[config.mk]
export PLATFORM = sky130hd
export DESIGN_NAME = gyr_dev_flat
export DESIGN_NICKNAME = d
export VERILOG_FILES = /design/src/common/gyr_pkg.sv /design/src/common/gyr_link_if.sv /design/src/rtl/gyr_dev.sv /design/src/flat_wrapper.sv
export SDC_FILE = /design/constraint.sdc
export NUM_CORES = 1
export LEC_CHECK = 0
export BUFFER_PORTS_ARGS = -buffer_cell sky130_fd_sc_hd__buf_2
export CORE_ASPECT_RATIO = 0.9
export CORE_UTILIZATION = 55
export DETAILED_ROUTE_END_ITERATION = 6
export PLACE_DENSITY = 0.83
export SLEW_MARGIN = 20
export SYNTH_ARGS = -nofsm -noshare
export SYNTH_HDL_FRONTEND = slang
export SYNTH_SLANG_ARGS = --single-unit
[constraint.sdc]
create_clock -name clk_in -period 14.5 [get_ports clk_in]
set_input_delay 2.175 -clock clk_in [delete_from_list [all_inputs] [get_ports clk_in]]
set_output_delay 2.175 -clock clk_in [all_outputs]
set_load 0.05 [all_outputs]
[src/common/gyr_pkg.sv]
/*
  Shared constants and types for the angular rate readout: register map, field
  positions, reset values, bandwidth codes, filter figures and host timing.
  Assumes a single 20 MHz clock on both ends of the register link.
*/
package gyr_pkg;
  localparam int ADDR_W = 8;
  localparam int DATA_W = 8;
  localparam int RATE_W = 16;
  localparam int AXES = 3;
  localparam int FULL_SCALE_W = 3;
  localparam int BANDWIDTH_W = 4;

  // register map, byte addresses
  localparam logic [7:0] X_AXIS_LOW_BYTE_ADDR = 8'h02;
  localparam logic [7:0] X_AXIS_HIGH_BYTE_ADDR = 8'h03;
  localparam logic [7:0] Y_AXIS_LOW_BYTE_ADDR = 8'h04;
  localparam logic [7:0] Y_AXIS_HIGH_BYTE_ADDR = 8'h05;
  localparam logic [7:0] Z_AXIS_LOW_BYTE_ADDR = 8'h06;
  localparam logic [7:0] Z_AXIS_HIGH_BYTE_ADDR = 8'h07;
  localparam logic [7:0] AXIS_ADDR_STRIDE = 8'h02;
  localparam logic [7:0] DIE_THERMAL_READING_ADDR = 8'h08;
  localparam logic [7:0] FULL_SCALE_SELECT_ADDR = 8'h0f;
  localparam logic [7:0] FILTER_BANDWIDTH_SELECT_ADDR = 8'h10;
  localparam logic [7:0] DATA_PATH_OPTIONS_ADDR = 8'h13;
  localparam logic [7:0] SOFTWARE_RESET_TRIGGER_ADDR = 8'h14;
  localparam logic [7:0] SOFT_RESET_CODE = 8'hb6;

  // fields and defaults
  localparam int UNFILTERED_SELECT_BIT = 7;
  localparam int SHADOW_DISABLE_BIT = 6;
  localparam logic [2:0] FULL_SCALE_RESET = 3'h0;
  localparam logic [3:0] BANDWIDTH_RESET = 4'h0;
  localparam logic UNFILTERED_SELECT_RESET = 1'b0;
  localparam logic SHADOW_DISABLE_RESET = 1'b0;

  // bandwidth codes
  localparam logic [3:0] BW_100HZ_WIDE = 4'h7;
  localparam logic [3:0] BW_200HZ_WIDE = 4'h6;
  localparam logic [3:0] BW_100HZ_NARROW = 4'h5;
  localparam logic [3:0] BW_200HZ_NARROW = 4'h4;
  localparam logic [3:0] BW_400HZ = 4'h3;
  localparam logic [3:0] BW_1000HZ = 4'h2;
  localparam logic [3:0] BW_2000HZ = 4'h1;
  localparam logic [3:0] BW_UNFILTERED = 4'h0;

  // decimation factors and their Q16 reciprocals
  localparam logic [4:0] DEC_20 = 5'h14;
  localparam logic [4:0] DEC_10 = 5'h0a;
  localparam logic [4:0] DEC_5 = 5'h05;
  localparam logic [4:0] DEC_2 = 5'h02;
  localparam logic [4:0] DEC_1 = 5'h01;
  localparam logic [16:0] RECIP_20 = 17'h00ccc;
  localparam logic [16:0] RECIP_10 = 17'h0199a;
  localparam logic [16:0] RECIP_5 = 17'h03333;
  localparam logic [16:0] RECIP_2 = 17'h08000;
  localparam logic [16:0] RECIP_1 = 17'h10000;
  localparam int ACC_W = 21;
  localparam int IIR_SHIFT_WIDE = 1;
  localparam int IIR_SHIFT_NARROW = 2;

  // host timing
  localparam longint CLK_HZ = 20000000;
  localparam longint SOFT_RESET_WAIT_MS = 200;
  localparam int unsigned SOFT_RESET_WAIT_CYCLES =
    int'(SOFT_RESET_WAIT_MS * CLK_HZ / 1000);

  typedef enum logic [0:0] {
    GYR_DP_IDLE = 1'b0,
    GYR_DP_AXIS = 1'b1
  } gyr_dp_state_t;

  typedef enum logic [1:0] {
    GYR_HOST_IDLE = 2'b00,
    GYR_HOST_WAIT_LOW = 2'b01,
    GYR_HOST_WAIT_HIGH = 2'b10,
    GYR_HOST_RESET_WAIT = 2'b11
  } gyr_host_state_t;
endpackage

[src/common/gyr_link_if.sv]
/*
  Register link between the host controller and the rate readout device.
  Assumes both ends run on the same clock; the testbench joins them.
*/
`timescale 1ns/1ps
interface gyr_link_if;
  logic req_valid;
  logic req_write;
  logic [gyr_pkg::ADDR_W-1:0] req_addr;
  logic [gyr_pkg::DATA_W-1:0] req_wdata;
  logic rsp_valid;
  logic [gyr_pkg::DATA_W-1:0] rsp_data;
  logic protocol_select;

  modport host_mp(
    output req_valid, req_write, req_addr, req_wdata, protocol_select,
    input rsp_valid, rsp_data
  );
  modport dev_mp(
    input req_valid, req_write, req_addr, req_wdata, protocol_select,
    output rsp_valid, rsp_data
  );
endinterface

[src/rtl/gyr_dev.sv]
/*
  Device end: register file, two-entry sample buffer, decimating filter,
  IIR stage and shadowed rate byte registers for three axes.
  Assumes front-end samples arrive on the user side with valid/ready and the
  host drives the register link on the same clock.
*/
// Notes on behaviour
// - writing 0xb6 to 0x14 soft-resets
// - soft reset restores configuration defaults
// - host waits 200 ms after soft reset
// - power-on reset loads every default
// - rate word splits high and low bytes
// - rate bytes at 0x02 to 0x07
// - host reads low byte before high
// - low read freezes high until read
// - bit 6 of 0x13 disables shadowing
// - unshadowed, both bytes update per sample
// - decimating filter then IIR filter
// - decimation factors 2, 5, 10, 20
// - bit 7 of 0x13 selects unfiltered
// - codes 7,5 decimate 20; 6,4 decimate 10
// - 3 by 5, 2 by 2, 1/0 full rate
// - bits 2:0 of 0x0f pick full scale
// - 0x08 holds 8-bit die temperature
// - zero at rest, positive on rotation
// - protocol select held low for link
`timescale 1ns/1ps
module gyr_dev (
  // clock and reset
  input wire logic clk_in,
  input wire logic rst_in,
  // register link
  gyr_link_if.dev_mp link,
  // front-end samples
  input wire logic sample_valid_in,
  input wire logic [gyr_pkg::RATE_W-1:0] sample_x_in,
  input wire logic [gyr_pkg::RATE_W-1:0] sample_y_in,
  input wire logic [gyr_pkg::RATE_W-1:0] sample_z_in,
  input wire logic [7:0] temp_in,
  output logic sample_ready_out,
  // configuration seen by the front end
  output logic [gyr_pkg::FULL_SCALE_W-1:0] full_scale_out,
  output logic soft_reset_out
);
  import gyr_pkg::*;

  localparam int WORD_W = 3 * RATE_W + 8;

  // register link decode
  logic req_fire;
  logic rd_fire;
  logic wr_fire;
  logic soft_reset_hit;
  assign req_fire = link.req_valid && !link.protocol_select;
  assign rd_fire = req_fire && !link.req_write;
  assign wr_fire = req_fire && link.req_write;
  assign soft_reset_hit = wr_fire && link.req_addr == SOFTWARE_RESET_TRIGGER_ADDR
    && link.req_wdata == SOFT_RESET_CODE;

  // configuration registers
  logic [FULL_SCALE_W-1:0] full_scale_reg;
  logic [BANDWIDTH_W-1:0] bandwidth_code_reg;
  logic unfiltered_select_reg;
  logic shadow_disable_reg;

  always_ff @(posedge clk_in or posedge rst_in) begin
    if (rst_in) begin
      full_scale_reg <= FULL_SCALE_RESET;
      bandwidth_code_reg <= BANDWIDTH_RESET;
      unfiltered_select_reg <= UNFILTERED_SELECT_RESET;
      shadow_disable_reg <= SHADOW_DISABLE_RESET;
      soft_reset_out <= 1'b0;
    end else begin
      soft_reset_out <= soft_reset_hit;
      if (soft_reset_hit) begin
        full_scale_reg <= FULL_SCALE_RESET;
        bandwidth_code_reg <= BANDWIDTH_RESET;
        unfiltered_select_reg <= UNFILTERED_SELECT_RESET;
        shadow_disable_reg <= SHADOW_DISABLE_RESET;
      end else if (wr_fire) begin
        if (link.req_addr == FULL_SCALE_SELECT_ADDR) begin
          full_scale_reg <= link.req_wdata[FULL_SCALE_W-1:0];
        end
        if (link.req_addr == FILTER_BANDWIDTH_SELECT_ADDR) begin
          bandwidth_code_reg <= link.req_wdata[BANDWIDTH_W-1:0];
        end
        if (link.req_addr == DATA_PATH_OPTIONS_ADDR) begin
          unfiltered_select_reg <= link.req_wdata[UNFILTERED_SELECT_BIT];
          shadow_disable_reg <= link.req_wdata[SHADOW_DISABLE_BIT];
        end
      end
    end
  end
  assign full_scale_out = full_scale_reg;

  // two-entry sample buffer
  logic [WORD_W-1:0] buf_mem [2];
  logic buf_wr_ptr_reg;
  logic buf_rd_ptr_reg;
  logic [1:0] buf_count_reg;
  logic [1:0] buf_count_next;
  logic buf_push;
  logic buf_pop;
  logic buf_valid;
  logic dp_take;
  assign buf_valid = buf_count_reg != 2'h0;
  assign buf_push = sample_valid_in && sample_ready_out;
  assign buf_pop = buf_valid && dp_take;
  assign buf_count_next = 2'(buf_count_reg + {1'b0, buf_push} - {1'b0, buf_pop});

  always_ff @(posedge clk_in or posedge rst_in) begin
    if (rst_in) begin
      buf_wr_ptr_reg <= 1'b0;
      buf_rd_ptr_reg <= 1'b0;
      buf_count_reg <= 2'h0;
      sample_ready_out <= 1'b1;
    end else begin
      buf_count_reg <= buf_count_next;
      sample_ready_out <= buf_count_next != 2'h2;
      if (buf_push) begin
        buf_wr_ptr_reg <= !buf_wr_ptr_reg;
      end
      if (buf_pop) begin
        buf_rd_ptr_reg <= !buf_rd_ptr_reg;
      end
    end
  end

  always_ff @(posedge clk_in) begin
    if (buf_push) begin
      buf_mem[buf_wr_ptr_reg] <= {temp_in, sample_z_in, sample_y_in, sample_x_in};
    end
  end

  // filter selection
  logic [4:0] dec_factor;
  logic [16:0] dec_recip;
  logic iir_narrow;
  logic filt_bypass;
  assign dec_factor = (bandwidth_code_reg == BW_100HZ_WIDE
      || bandwidth_code_reg == BW_100HZ_NARROW) ? DEC_20 :
    (bandwidth_code_reg == BW_200HZ_WIDE || bandwidth_code_reg == BW_200HZ_NARROW) ? DEC_10 :
    (bandwidth_code_reg == BW_400HZ) ? DEC_5 :
    (bandwidth_code_reg == BW_1000HZ) ? DEC_2 : DEC_1;
  assign dec_recip = (dec_factor == DEC_20) ? RECIP_20 :
    (dec_factor == DEC_10) ? RECIP_10 :
    (dec_factor == DEC_5) ? RECIP_5 :
    (dec_factor == DEC_2) ? RECIP_2 : RECIP_1;
  assign iir_narrow = bandwidth_code_reg == BW_100HZ_NARROW
    || bandwidth_code_reg == BW_200HZ_NARROW;
  assign filt_bypass = unfiltered_select_reg || bandwidth_code_reg == BW_UNFILTERED
    || bandwidth_code_reg[3];

  // data path, one axis per cycle
  gyr_dp_state_t dp_state_reg;
  logic [1:0] axis_reg;
  logic [4:0] dec_cnt_reg;
  logic [RATE_W-1:0] cur_reg [AXES];
  logic [ACC_W-1:0] acc_reg [AXES];
  logic [RATE_W-1:0] iir_reg [AXES];
  logic [7:0] temp_reg;
  logic [WORD_W-1:0] buf_head;
  logic [RATE_W-1:0] cur_sample;
  logic [ACC_W-1:0] acc_sum;
  logic dec_last;
  logic signed [ACC_W+17:0] avg_prod;
  logic [RATE_W-1:0] avg_val;
  logic signed [RATE_W:0] iir_diff;
  logic signed [RATE_W:0] iir_step;
  logic [RATE_W-1:0] iir_new;
  logic [RATE_W-1:0] pub_val;
  logic pub_now;

  // no pop on a soft reset cycle: the data path drops its load then
  assign dp_take = dp_state_reg == GYR_DP_IDLE && !soft_reset_hit;
  assign buf_head = buf_mem[buf_rd_ptr_reg];
  assign cur_sample = cur_reg[axis_reg];
  assign acc_sum = acc_reg[axis_reg] + {{(ACC_W-RATE_W){cur_sample[RATE_W-1]}}, cur_sample};
  assign dec_last = dec_cnt_reg >= 5'(dec_factor - DEC_1);
  assign avg_prod = $signed(acc_sum) * $signed({1'b0, dec_recip});
  assign avg_val = avg_prod[RATE_W+15:16];
  assign iir_diff = $signed({avg_val[RATE_W-1], avg_val})
    - $signed({iir_reg[axis_reg][RATE_W-1], iir_reg[axis_reg]});
  assign iir_step = iir_narrow ? (iir_diff >>> IIR_SHIFT_NARROW) : (iir_diff >>> IIR_SHIFT_WIDE);
  assign iir_new = 16'(iir_reg[axis_reg] + iir_step[RATE_W-1:0]);
  assign pub_val = filt_bypass ? cur_sample : iir_new;
  assign pub_now = dp_state_reg == GYR_DP_AXIS && (filt_bypass || dec_last);

  always_ff @(posedge clk_in or posedge rst_in) begin
    if (rst_in) begin
      dp_state_reg <= GYR_DP_IDLE;
      axis_reg <= 2'h0;
      dec_cnt_reg <= 5'h00;
      temp_reg <= 8'h00;
      for (int i = 0; i < AXES; i++) begin
        cur_reg[i] <= 16'h0000;
        acc_reg[i] <= 21'h000000;
        iir_reg[i] <= 16'h0000;
      end
    end else if (soft_reset_hit) begin
      dp_state_reg <= GYR_DP_IDLE;
      axis_reg <= 2'h0;
      dec_cnt_reg <= 5'h00;
      for (int i = 0; i < AXES; i++) begin
        acc_reg[i] <= 21'h000000;
        iir_reg[i] <= 16'h0000;
      end
    end else begin
      case (dp_state_reg)
        GYR_DP_IDLE: begin
          if (buf_valid) begin
            cur_reg[0] <= buf_head[RATE_W-1:0];
            cur_reg[1] <= buf_head[2*RATE_W-1:RATE_W];
            cur_reg[2] <= buf_head[3*RATE_W-1:2*RATE_W];
            temp_reg <= buf_head[WORD_W-1:3*RATE_W];
            axis_reg <= 2'h0;
            dp_state_reg <= GYR_DP_AXIS;
          end
        end
        GYR_DP_AXIS: begin
          if (!filt_bypass) begin
            acc_reg[axis_reg] <= dec_last ? 21'h000000 : acc_sum;
            if (dec_last) begin
              iir_reg[axis_reg] <= iir_new;
            end
          end
          if (axis_reg == 2'(AXES - 1)) begin
            dp_state_reg <= GYR_DP_IDLE;
            dec_cnt_reg <= (filt_bypass || dec_last) ? 5'h00 : 5'(dec_cnt_reg + 5'h01);
          end else begin
            axis_reg <= 2'(axis_reg + 2'h1);
          end
        end
        default: dp_state_reg <= GYR_DP_IDLE;
      endcase
    end
  end

  // rate byte registers with per-axis shadow lock
  logic [7:0] rate_low_reg [AXES];
  logic [7:0] rate_high_reg [AXES];
  logic [AXES-1:0] lock_reg;
  logic [AXES-1:0] low_hit;
  logic [AXES-1:0] high_hit;

  for (genvar g = 0; g < AXES; g++) begin : g_axis
    logic pub_hit;
    assign low_hit[g] = rd_fire
      && link.req_addr == 8'(X_AXIS_LOW_BYTE_ADDR + 8'(g) * AXIS_ADDR_STRIDE);
    assign high_hit[g] = rd_fire
      && link.req_addr == 8'(X_AXIS_HIGH_BYTE_ADDR + 8'(g) * AXIS_ADDR_STRIDE);
    assign pub_hit = pub_now && axis_reg == 2'(g);

    always_ff @(posedge clk_in or posedge rst_in) begin
      if (rst_in) begin
        rate_low_reg[g] <= 8'h00;
        rate_high_reg[g] <= 8'h00;
        lock_reg[g] <= 1'b0;
      end else begin
        if (soft_reset_hit || shadow_disable_reg || high_hit[g]) begin
          lock_reg[g] <= 1'b0;
        end else if (low_hit[g]) begin
          lock_reg[g] <= 1'b1;
        end
        if (pub_hit) begin
          rate_low_reg[g] <= pub_val[7:0];
          if (!lock_reg[g] || shadow_disable_reg) begin
            rate_high_reg[g] <= pub_val[15:8];
          end
        end
      end
    end
  end

  // read answer, one cycle after the request
  logic [7:0] rd_mux;
  logic [7:0] options_view;
  assign options_view = {unfiltered_select_reg, shadow_disable_reg, 6'h00};
  assign rd_mux = low_hit[0] ? rate_low_reg[0] :
    high_hit[0] ? rate_high_reg[0] :
    low_hit[1] ? rate_low_reg[1] :
    high_hit[1] ? rate_high_reg[1] :
    low_hit[2] ? rate_low_reg[2] :
    high_hit[2] ? rate_high_reg[2] :
    (link.req_addr == DIE_THERMAL_READING_ADDR) ? temp_reg :
    (link.req_addr == FULL_SCALE_SELECT_ADDR) ? {5'h00, full_scale_reg} :
    (link.req_addr == FILTER_BANDWIDTH_SELECT_ADDR) ? {4'h0, bandwidth_code_reg} :
    (link.req_addr == DATA_PATH_OPTIONS_ADDR) ? options_view : 8'h00;

  always_ff @(posedge clk_in or posedge rst_in) begin
    if (rst_in) begin
      link.rsp_valid <= 1'b0;
      link.rsp_data <= 8'h00;
    end else begin
      link.rsp_valid <= rd_fire;
      if (rd_fire) begin
        link.rsp_data <= rd_mux;
      end
    end
  end
endmodule

[src/flat_wrapper.sv]
// flat-port wrapper written by rule: the top's interface ports become plain ports
module gyr_dev_flat import gyr_pkg::*;
  (clk_in, rst_in, sample_valid_in, sample_x_in, sample_y_in, sample_z_in, temp_in, sample_ready_out, full_scale_out, soft_reset_out, link_req_valid, link_req_write, link_req_addr, link_req_wdata, link_protocol_select, link_rsp_valid, link_rsp_data);
  gyr_link_if link_i ();
  input wire logic clk_in;
  input wire logic rst_in;
  input wire logic sample_valid_in;
  input wire logic [gyr_pkg::RATE_W-1:0] sample_x_in;
  input wire logic [gyr_pkg::RATE_W-1:0] sample_y_in;
  input wire logic [gyr_pkg::RATE_W-1:0] sample_z_in;
  input wire logic [7:0] temp_in;
  output logic sample_ready_out;
  output logic [gyr_pkg::FULL_SCALE_W-1:0] full_scale_out;
  output logic soft_reset_out;
  input wire logic [$bits(link_i.req_valid)-1:0] link_req_valid;
  input wire logic [$bits(link_i.req_write)-1:0] link_req_write;
  input wire logic [$bits(link_i.req_addr)-1:0] link_req_addr;
  input wire logic [$bits(link_i.req_wdata)-1:0] link_req_wdata;
  input wire logic [$bits(link_i.protocol_select)-1:0] link_protocol_select;
  output wire logic [$bits(link_i.rsp_valid)-1:0] link_rsp_valid;
  output wire logic [$bits(link_i.rsp_data)-1:0] link_rsp_data;
  assign link_i.req_valid = link_req_valid;
  assign link_i.req_write = link_req_write;
  assign link_i.req_addr = link_req_addr;
  assign link_i.req_wdata = link_req_wdata;
  assign link_i.protocol_select = link_protocol_select;
  assign link_rsp_valid = link_i.rsp_valid;
  assign link_rsp_data = link_i.rsp_data;
  gyr_dev u_core (.clk_in(clk_in), .rst_in(rst_in), .link(link_i), .sample_valid_in(sample_valid_in), .sample_x_in(sample_x_in), .sample_y_in(sample_y_in), .sample_z_in(sample_z_in), .temp_in(temp_in), .sample_ready_out(sample_ready_out), .full_scale_out(full_scale_out), .soft_reset_out(soft_reset_out));
endmodule
==> results of run 1 <==
worst min-delay path by stage:
| stage | endpoint | slack [ns] | depth (start not counted) |
|---|---|---|---|
| floorplan | u_core.acc_reg[42] | 0.45 | 2 |
| finish | u_core.iir_reg[1] | 0.49 | 2 |
| detailed placement | u_core.link.rsp_data[3] | 0.47 | 2 |
| global route | u_core.acc_reg[3] | 0.51 | 2 |
| global placement | u_core.acc_reg[49] | 0.46 | 2 |
| CTS | u_core.acc_reg[13] | 0.48 | 2 |
routing by layer:
metal / up-vias / share of wire (%) / GRT usage [%]
met4: 2 / 4.1 / 11.6
met5: - / 0.018 / 0
met2: 1042 / 48 / 48.5
met3: 191 / 8.1 / 4.69
met1: 10095 / 39 / 38.2
li1: 8906 / - / -
worst register-to-register path: cells and delay by family (launching register included):
kind,cells,cell delay [ns]
buffers and inverters,7,0.58
adder cells (fa/ha/maj),11,4.66
AO/OA/AOI/OAI,22,4.94
AND/OR/NAND/NOR,10,2.35
XOR/XNOR,1,0.14
flip-flops,1,0.71
through the flow:
step | utilization, % | total power (W)
finish | 60.6 | 0.00586
global route | 60.6 | 0.00621
CTS | 60.6 | 0.00577
detailed placement | 58.2 | 0.00479
global placement | 58.2 | 0.00464
floorplan | - | 0.00386
synth_stat cells, drive strengths merged (50+ instances only):
cell type | count | area [um^2]
nor2 | 170 | 641
a22o | 50 | 438
clkbuf | 76 | 285
edfxtp | 112 | 3360
o21ai | 216 | 1100
fa | 278 | 5570
mux2 | 51 | 586
dfrtp | 249 | 6230
inv | 457 | 1720
xnor2 | 52 | 463
nand2 | 287 | 1080
ha | 162 | 2030
a21oi | 69 | 364
mux2i | 118 | 1180
layout make-up:
cell class,instances,share of cell area (%)
timing repair buffer,113,2.08
multi-input combinational,1767,53.1
clock inverter,20,0.650
inverter,458,5.78
sequential,362,32.2
clock buffer,48,3.31
tap,671,2.81
power groups by stage:
| stage | registers (W) | clock network (W) | logic [W] |
|---|---|---|---|
| floorplan | 0.00146 | 0 | 0.00241 |
| global placement | 0.00153 | 0 | 0.00312 |
| detailed placement | 0.00154 | 0 | 0.00325 |
| CTS | 0.00153 | 0.000931 | 0.00330 |
| global route | 0.00156 | 0.000973 | 0.00367 |
| finish | 0.00154 | 0.000929 | 0.00338 |
cells by family after synthesis:
kind of cell | Yosys count
simple gates | 605
buf+inv | 552
compound gates | 467
fa+ha+maj | 440
flops | 362
mux | 172
xor+xnor | 83
==> out/metrics.cfg, run 1 <==
[run_status]
run_status=complete, no violations

[timing]
timing.max_slew.rel_slack_pct=21.2
min_period_over_period_pct=93.6
setup_violations=0
drv_slew=0
hold_violations=0
rsz0062_at_grt=false
final_worst_hold_slack_ns=0.485
totalNegativeSetupSlack_ns=0
finalWorstSetupSlack_ns=0.931
post_layout_minimum_cycle_time_ns=13.57
fmax_mhz=73.7
worst_slew_pin_slew_ns=1.18
clock_skew_ns=0.0339

[detailed_routing]
final_wirelength_mm=71.9
dr.pass1.iters=6
detail-route-antenna-nets=0
first_iter_violations=1989
routed_via_density=5.88
drc=0
vias=20236
drt-wirelength-per-cell_um=20.9

[floorplan]
die_y_um=214
die_x_um=238
fp.dieArea_mm2=0.0509
floorplan.initialDensity_pct=55.9
ioPinCount=92
coreArea_mm2=0.0492
std_cell_rows=77

[finish]
finalInstanceArea_mm2=0.0299
final_layout_fill_cell_count=3892
diodes=0
final_layout_size_suffix_gt1_share_pct=9.68
largest_register_ff_count=112
final_nets=3257
area_of_the_multi_input_gates_mm2=0.0159
finalNonFillerCells=3439
synthToLayoutAreaGrowth_pct=8.47
layout_commonest_cell=sky130_fd_sc_hd__inv_1
layout.cells.most_common_list=454 x sky130_fd_sc_hd__inv_1, 287 x sky130_fd_sc_hd__nand2_1, 278 x sky130_fd_sc_hd__fa_1
register_area_mm2=0.00963

[global_routing]
global_route_congestion_overflow_total=0
grt_use_total_pct=29.1
grt_start_max_net_pins=122
first_global_vias=21827
antenna_found_initial=1
grt_first_pass_wirelength_mm=116

[synth]
yosys_warnings=0
synth_compound_area_share_pct=10.8
dominant_combinational_cell_family_by_area_after_synthesis=adder cells
mappedNetlistArea_mm2=0.0275
netlist_instances=2681
yosys.area_share.adder_pct=27.6
synth_area_per_cell_um2=10.3
synthFlopType=sky130_fd_sc_hd__dfrtp_1
muxShareOfSynthArea_pct=6.67
synth_cell_type_count=88
async_flop_share_pct=69.1
fraction_of_the_yosys_area_taken_by_sequential_cells_pct=35.0
synth_xor_xnor_area_share_pct=2.72
synth_simple_gate_area_share_pct=9.67
number_of_enable_type_register_cells_in_the_synthesized_netlist=112
synthesis.nets=3199
synth_seq_cells=362

[clock_network]
cts_max_path_buffers=3
cts_post_setup_buffers_inserted=0
worst_skew_pair.late_latency_ns=0.54
clock_sink_count=362
cts.hold.buffers_added=0
clock_tree.htree_level_count=2
tritoncts.num_buffers=37
tritoncts=yes
cts.reportedPaths.clkPinSlew_ns=0.06
post_cts_resize_count=0
clk_root_buffer_cell=sky130_fd_sc_hd__clkbuf_16

[power]
sequential_cell_fraction_of_total_power_pct=26.3
power.share.switching_pct=47.4
combinationalPowerShare_pct=57.8
p_clk_share_pct=15.9
power.ir.vdd_worst_mv=0.225
power_density_mw_per_mm2=196
p_int_w=0.00308
total_leakage_power_nw=14.6
p_sw_w=0.00278

[critical_path]
max_stage_delay_ns=0.84
timing.reg2reg.worst_path_depth=51
capturing_element_type_of_the_critical_path=flop
critPathLaunchType=flop
worst_ep_arrival_time_ns=13.91
crit_required_ns=14.85
critical_path.top_delay_family=compound AO/OA/AOI/OAI gates
crit_path_end=u_core.rate_high_reg[22]
worst_r2r_startpoint=u_core.axis_reg[0]
worst_setup_path_startpoint=u_core.axis_reg[0]
critPathSlowestCell=sky130_fd_sc_hd__a311oi_1
worstPathMaxFanout=35
critical_path_depth=51
rrSetupSlack_ns=0.93
path_class=reg -> reg
worstReg2RegEnd=u_core.rate_high_reg[22]
path_buf_inv=7

[worst_hold_path]
hold_class=reg -> reg
timing.hold.worst.start=u_core.iir_reg[1]

[flow_run]
cap_viol_max_count=0

[placement]
placedCellCount=3371
place_hpwl_mm=55.2
place_ws_ns=1.28
placed_area_mm2=0.0287
place.gp.congestion=1.01
portBuffers=91

Note: power is estimated with default switching activity, not from simulation.
==> run 2: changes to the inputs <==
- CTS_BUF_LIST: default -> sky130_fd_sc_hd__clkbuf_8
==> run 2 against run 1 <==
  * Flip-flop and latch count did not move
  * Critical path depth did not move
  * Critical path type unchanged
  * First-iteration DRC count fell by 10%
  * Sequential power barely moved
  * Clock skew rose by 0.030 ns
==> out/metrics.cfg, run 2 (synthesized netlist as in run 1, its figures left out) <==
[run_status]
run_status=complete, no violations

[critical_path]
rrSetupSlack_ns=1.0  ; +0.07 ns
worst_setup_path_startpoint=u_core.axis_reg[0]
worstPathMaxFanout=35  ; unchanged
critPathLaunchType=flop
crit_path_end=u_core.iir_reg[30]
critPathSlowestCell=sky130_fd_sc_hd__a311oi_1
timing.reg2reg.worst_path_depth=51  ; unchanged
crit_required_ns=14.91  ; +0.06 ns
critical_path_depth=51  ; unchanged
worst_ep_arrival_time_ns=13.91  ; about the same
worstReg2RegEnd=u_core.iir_reg[30]
path_class=reg -> reg
path_buf_inv=7  ; unchanged
capturing_element_type_of_the_critical_path=flop
critical_path.top_delay_family=compound AO/OA/AOI/OAI gates
worst_r2r_startpoint=u_core.axis_reg[0]
max_stage_delay_ns=0.79  ; -0.05 ns

[finish]
diodes=0  ; unchanged
layout_commonest_cell=sky130_fd_sc_hd__inv_1
largest_register_ff_count=112  ; unchanged
finalNonFillerCells=3471  ; +0.93%
post_layout_util_pct=60.5  ; -0.091 points
synthToLayoutAreaGrowth_pct=8.31
layout.cells.most_common_list=477 x sky130_fd_sc_hd__inv_1, 287 x sky130_fd_sc_hd__nand2_1, 278 x sky130_fd_sc_hd__fa_1
finalInstanceArea_mm2=0.0298  ; -0.15%
final_nets=3274  ; +0.52%
final_layout_size_suffix_gt1_share_pct=10.4  ; +0.71 points

[placement]
place.gp.congestion=1.01  ; unchanged
placed_area_mm2=0.0287  ; unchanged
place_ws_ns=1.28  ; unchanged
placedCellCount=3371  ; unchanged
place_hpwl_mm=55.2  ; unchanged
portBuffers=91  ; unchanged

[timing]
timing.max_slew.rel_slack_pct=19.6  ; -1.6 points
hold_violations=0  ; unchanged
finalWorstSetupSlack_ns=1.00  ; +0.0689 ns
clock_skew_ns=0.0634  ; +0.0296 ns
rsz0062_at_grt=false
min_period_over_period_pct=93.1  ; -0.48 points
worst_slew_pin_slew_ns=1.20  ; +0.0233 ns
post_layout_minimum_cycle_time_ns=13.50  ; -0.0689 ns
drv_slew=0  ; unchanged
fmax_mhz=74.1  ; +0.51%
totalNegativeSetupSlack_ns=0  ; unchanged
setup_violations=0  ; unchanged

[floorplan]
fp.dieArea_mm2=0.0509  ; unchanged
coreArea_mm2=0.0492  ; unchanged
floorplan.initialDensity_pct=55.9  ; unchanged
std_cell_rows=77  ; unchanged
die_x_um=238  ; unchanged
ioPinCount=92  ; unchanged
die_y_um=214  ; unchanged

[clock_network]
post_cts_resize_count=0  ; unchanged
cts_post_setup_buffers_inserted=0  ; unchanged
clk_root_buffer_cell=sky130_fd_sc_hd__clkbuf_8
tritoncts=yes
cts.hold.buffers_added=0  ; unchanged
clock_sink_count=362  ; unchanged
tritoncts.num_buffers=54  ; +46%
cts_max_path_buffers=3  ; unchanged
cts.reportedPaths.clkPinSlew_ns=0.07  ; about the same
clock_tree.htree_level_count=2  ; unchanged
worst_skew_pair.late_latency_ns=0.63  ; +0.09 ns

[global_routing]
grt_use_total_pct=29.0  ; -0.18 points
global_route_congestion_overflow_total=0  ; unchanged
first_global_vias=21916  ; +0.41%
grt_start_max_net_pins=122  ; unchanged
grt_first_pass_wirelength_mm=115  ; -0.40%
antenna_found_initial=1  ; unchanged

[detailed_routing]
dr.pass1.iters=7  ; +1
final_wirelength_mm=71.4  ; -0.69%
drc=0  ; unchanged
drt-wirelength-per-cell_um=20.6  ; -1.6%
routed_via_density=5.82  ; -1.0%
vias=20217  ; -0.094%
first_iter_violations=1789  ; -10%
detail-route-antenna-nets=0  ; unchanged

[flow_run]
cap_viol_max_count=0  ; unchanged

[power]
p_clk_share_pct=14.6  ; -1.3 points
power.ir.vdd_worst_mv=0.218  ; -3.1%
p_int_w=0.00300  ; -2.7%
total_leakage_power_nw=14.7  ; +0.63%
power.share.switching_pct=47.8  ; +0.39 points
p_sw_w=0.00274  ; -1.1%
sequential_cell_fraction_of_total_power_pct=26.8  ; +0.5 points
power_density_mw_per_mm2=193  ; -1.8%
combinationalPowerShare_pct=58.6  ; +0.8 points

[worst_hold_path]
hold_class=reg -> reg

==> run 2: changes by cell type in the layout (fill, tap and decap cells not counted), sizes merged <==
cell,change
bufinv,-2
inv,+24
clkinv,-12
clkinvlp,-1
clkbuf,+23
==> run 2: worst min-delay path: stages (launching register included) <==
cell and delay, ns:
sky130_fd_sc_hd__dfrtp_1 0.34, sky130_fd_sc_hd__nand2_1 0.05, sky130_fd_sc_hd__o21ai_0 0.06
==> run 2: power by group through the flow <==
stage | Sequential [W] | Combinational (W) | Clock, W
final | 0.00154 | 0.00337 | 0.000839
after global routing | 0.00156 | 0.00366 | 0.000889
after CTS | 0.00153 | 0.00329 | 0.000847
after detailed placement | 0.00154 | 0.00325 | 0
after global placement | 0.00153 | 0.00312 | 0
after floorplan | 0.00146 | 0.00241 | 0
==> run 2: area by class of cell <==
type                            count  area [um^2]
Clock buffer                       71          977
Clock inverter                     29          159
Sequential cell                   362         9630
Inverter                          458         1730
Fill cell                        3933        19400
Timing Repair Buffer              113          621
Multi-Input combinational cell   1767        15900
Tap cell                          671          840
==> run 2: worst min-delay path by stage <==
stage,from,endpoint,slack (ns),cells past startpoint
floorplan,u_core.acc_reg[42],u_core.acc_reg[42],0.45,2
global placement,u_core.acc_reg[49],u_core.acc_reg[49],0.46,2
detailed placement,u_core.link.rsp_data[3],u_core.link.rsp_data[3],0.47,2
CTS,u_core.acc_reg[56],u_core.acc_reg[56],0.48,2
global route,u_core.acc_reg[3],u_core.acc_reg[3],0.51,2
finish,u_core.iir_reg[33],u_core.iir_reg[33],0.48,2
==> run 2: through the flow <==
stage | hold slack, ns | total power [W]
2_1_floorplan | 0.449 | 0.00386
3_3_place_gp | 0.460 | 0.00464
3_5_place_dp | 0.468 | 0.00479
4_1_cts | 0.482 | 0.00567
5_1_grt | 0.506 | 0.00611
6_report | 0.480 | 0.00574
==> run 2: metal layers <==
layer	global-route usage, %	share of wire, %
met1	37.8	40
met2	47.7	48
met3	4.74	7.9
met4	13.0	4.4
met5	0	0.018
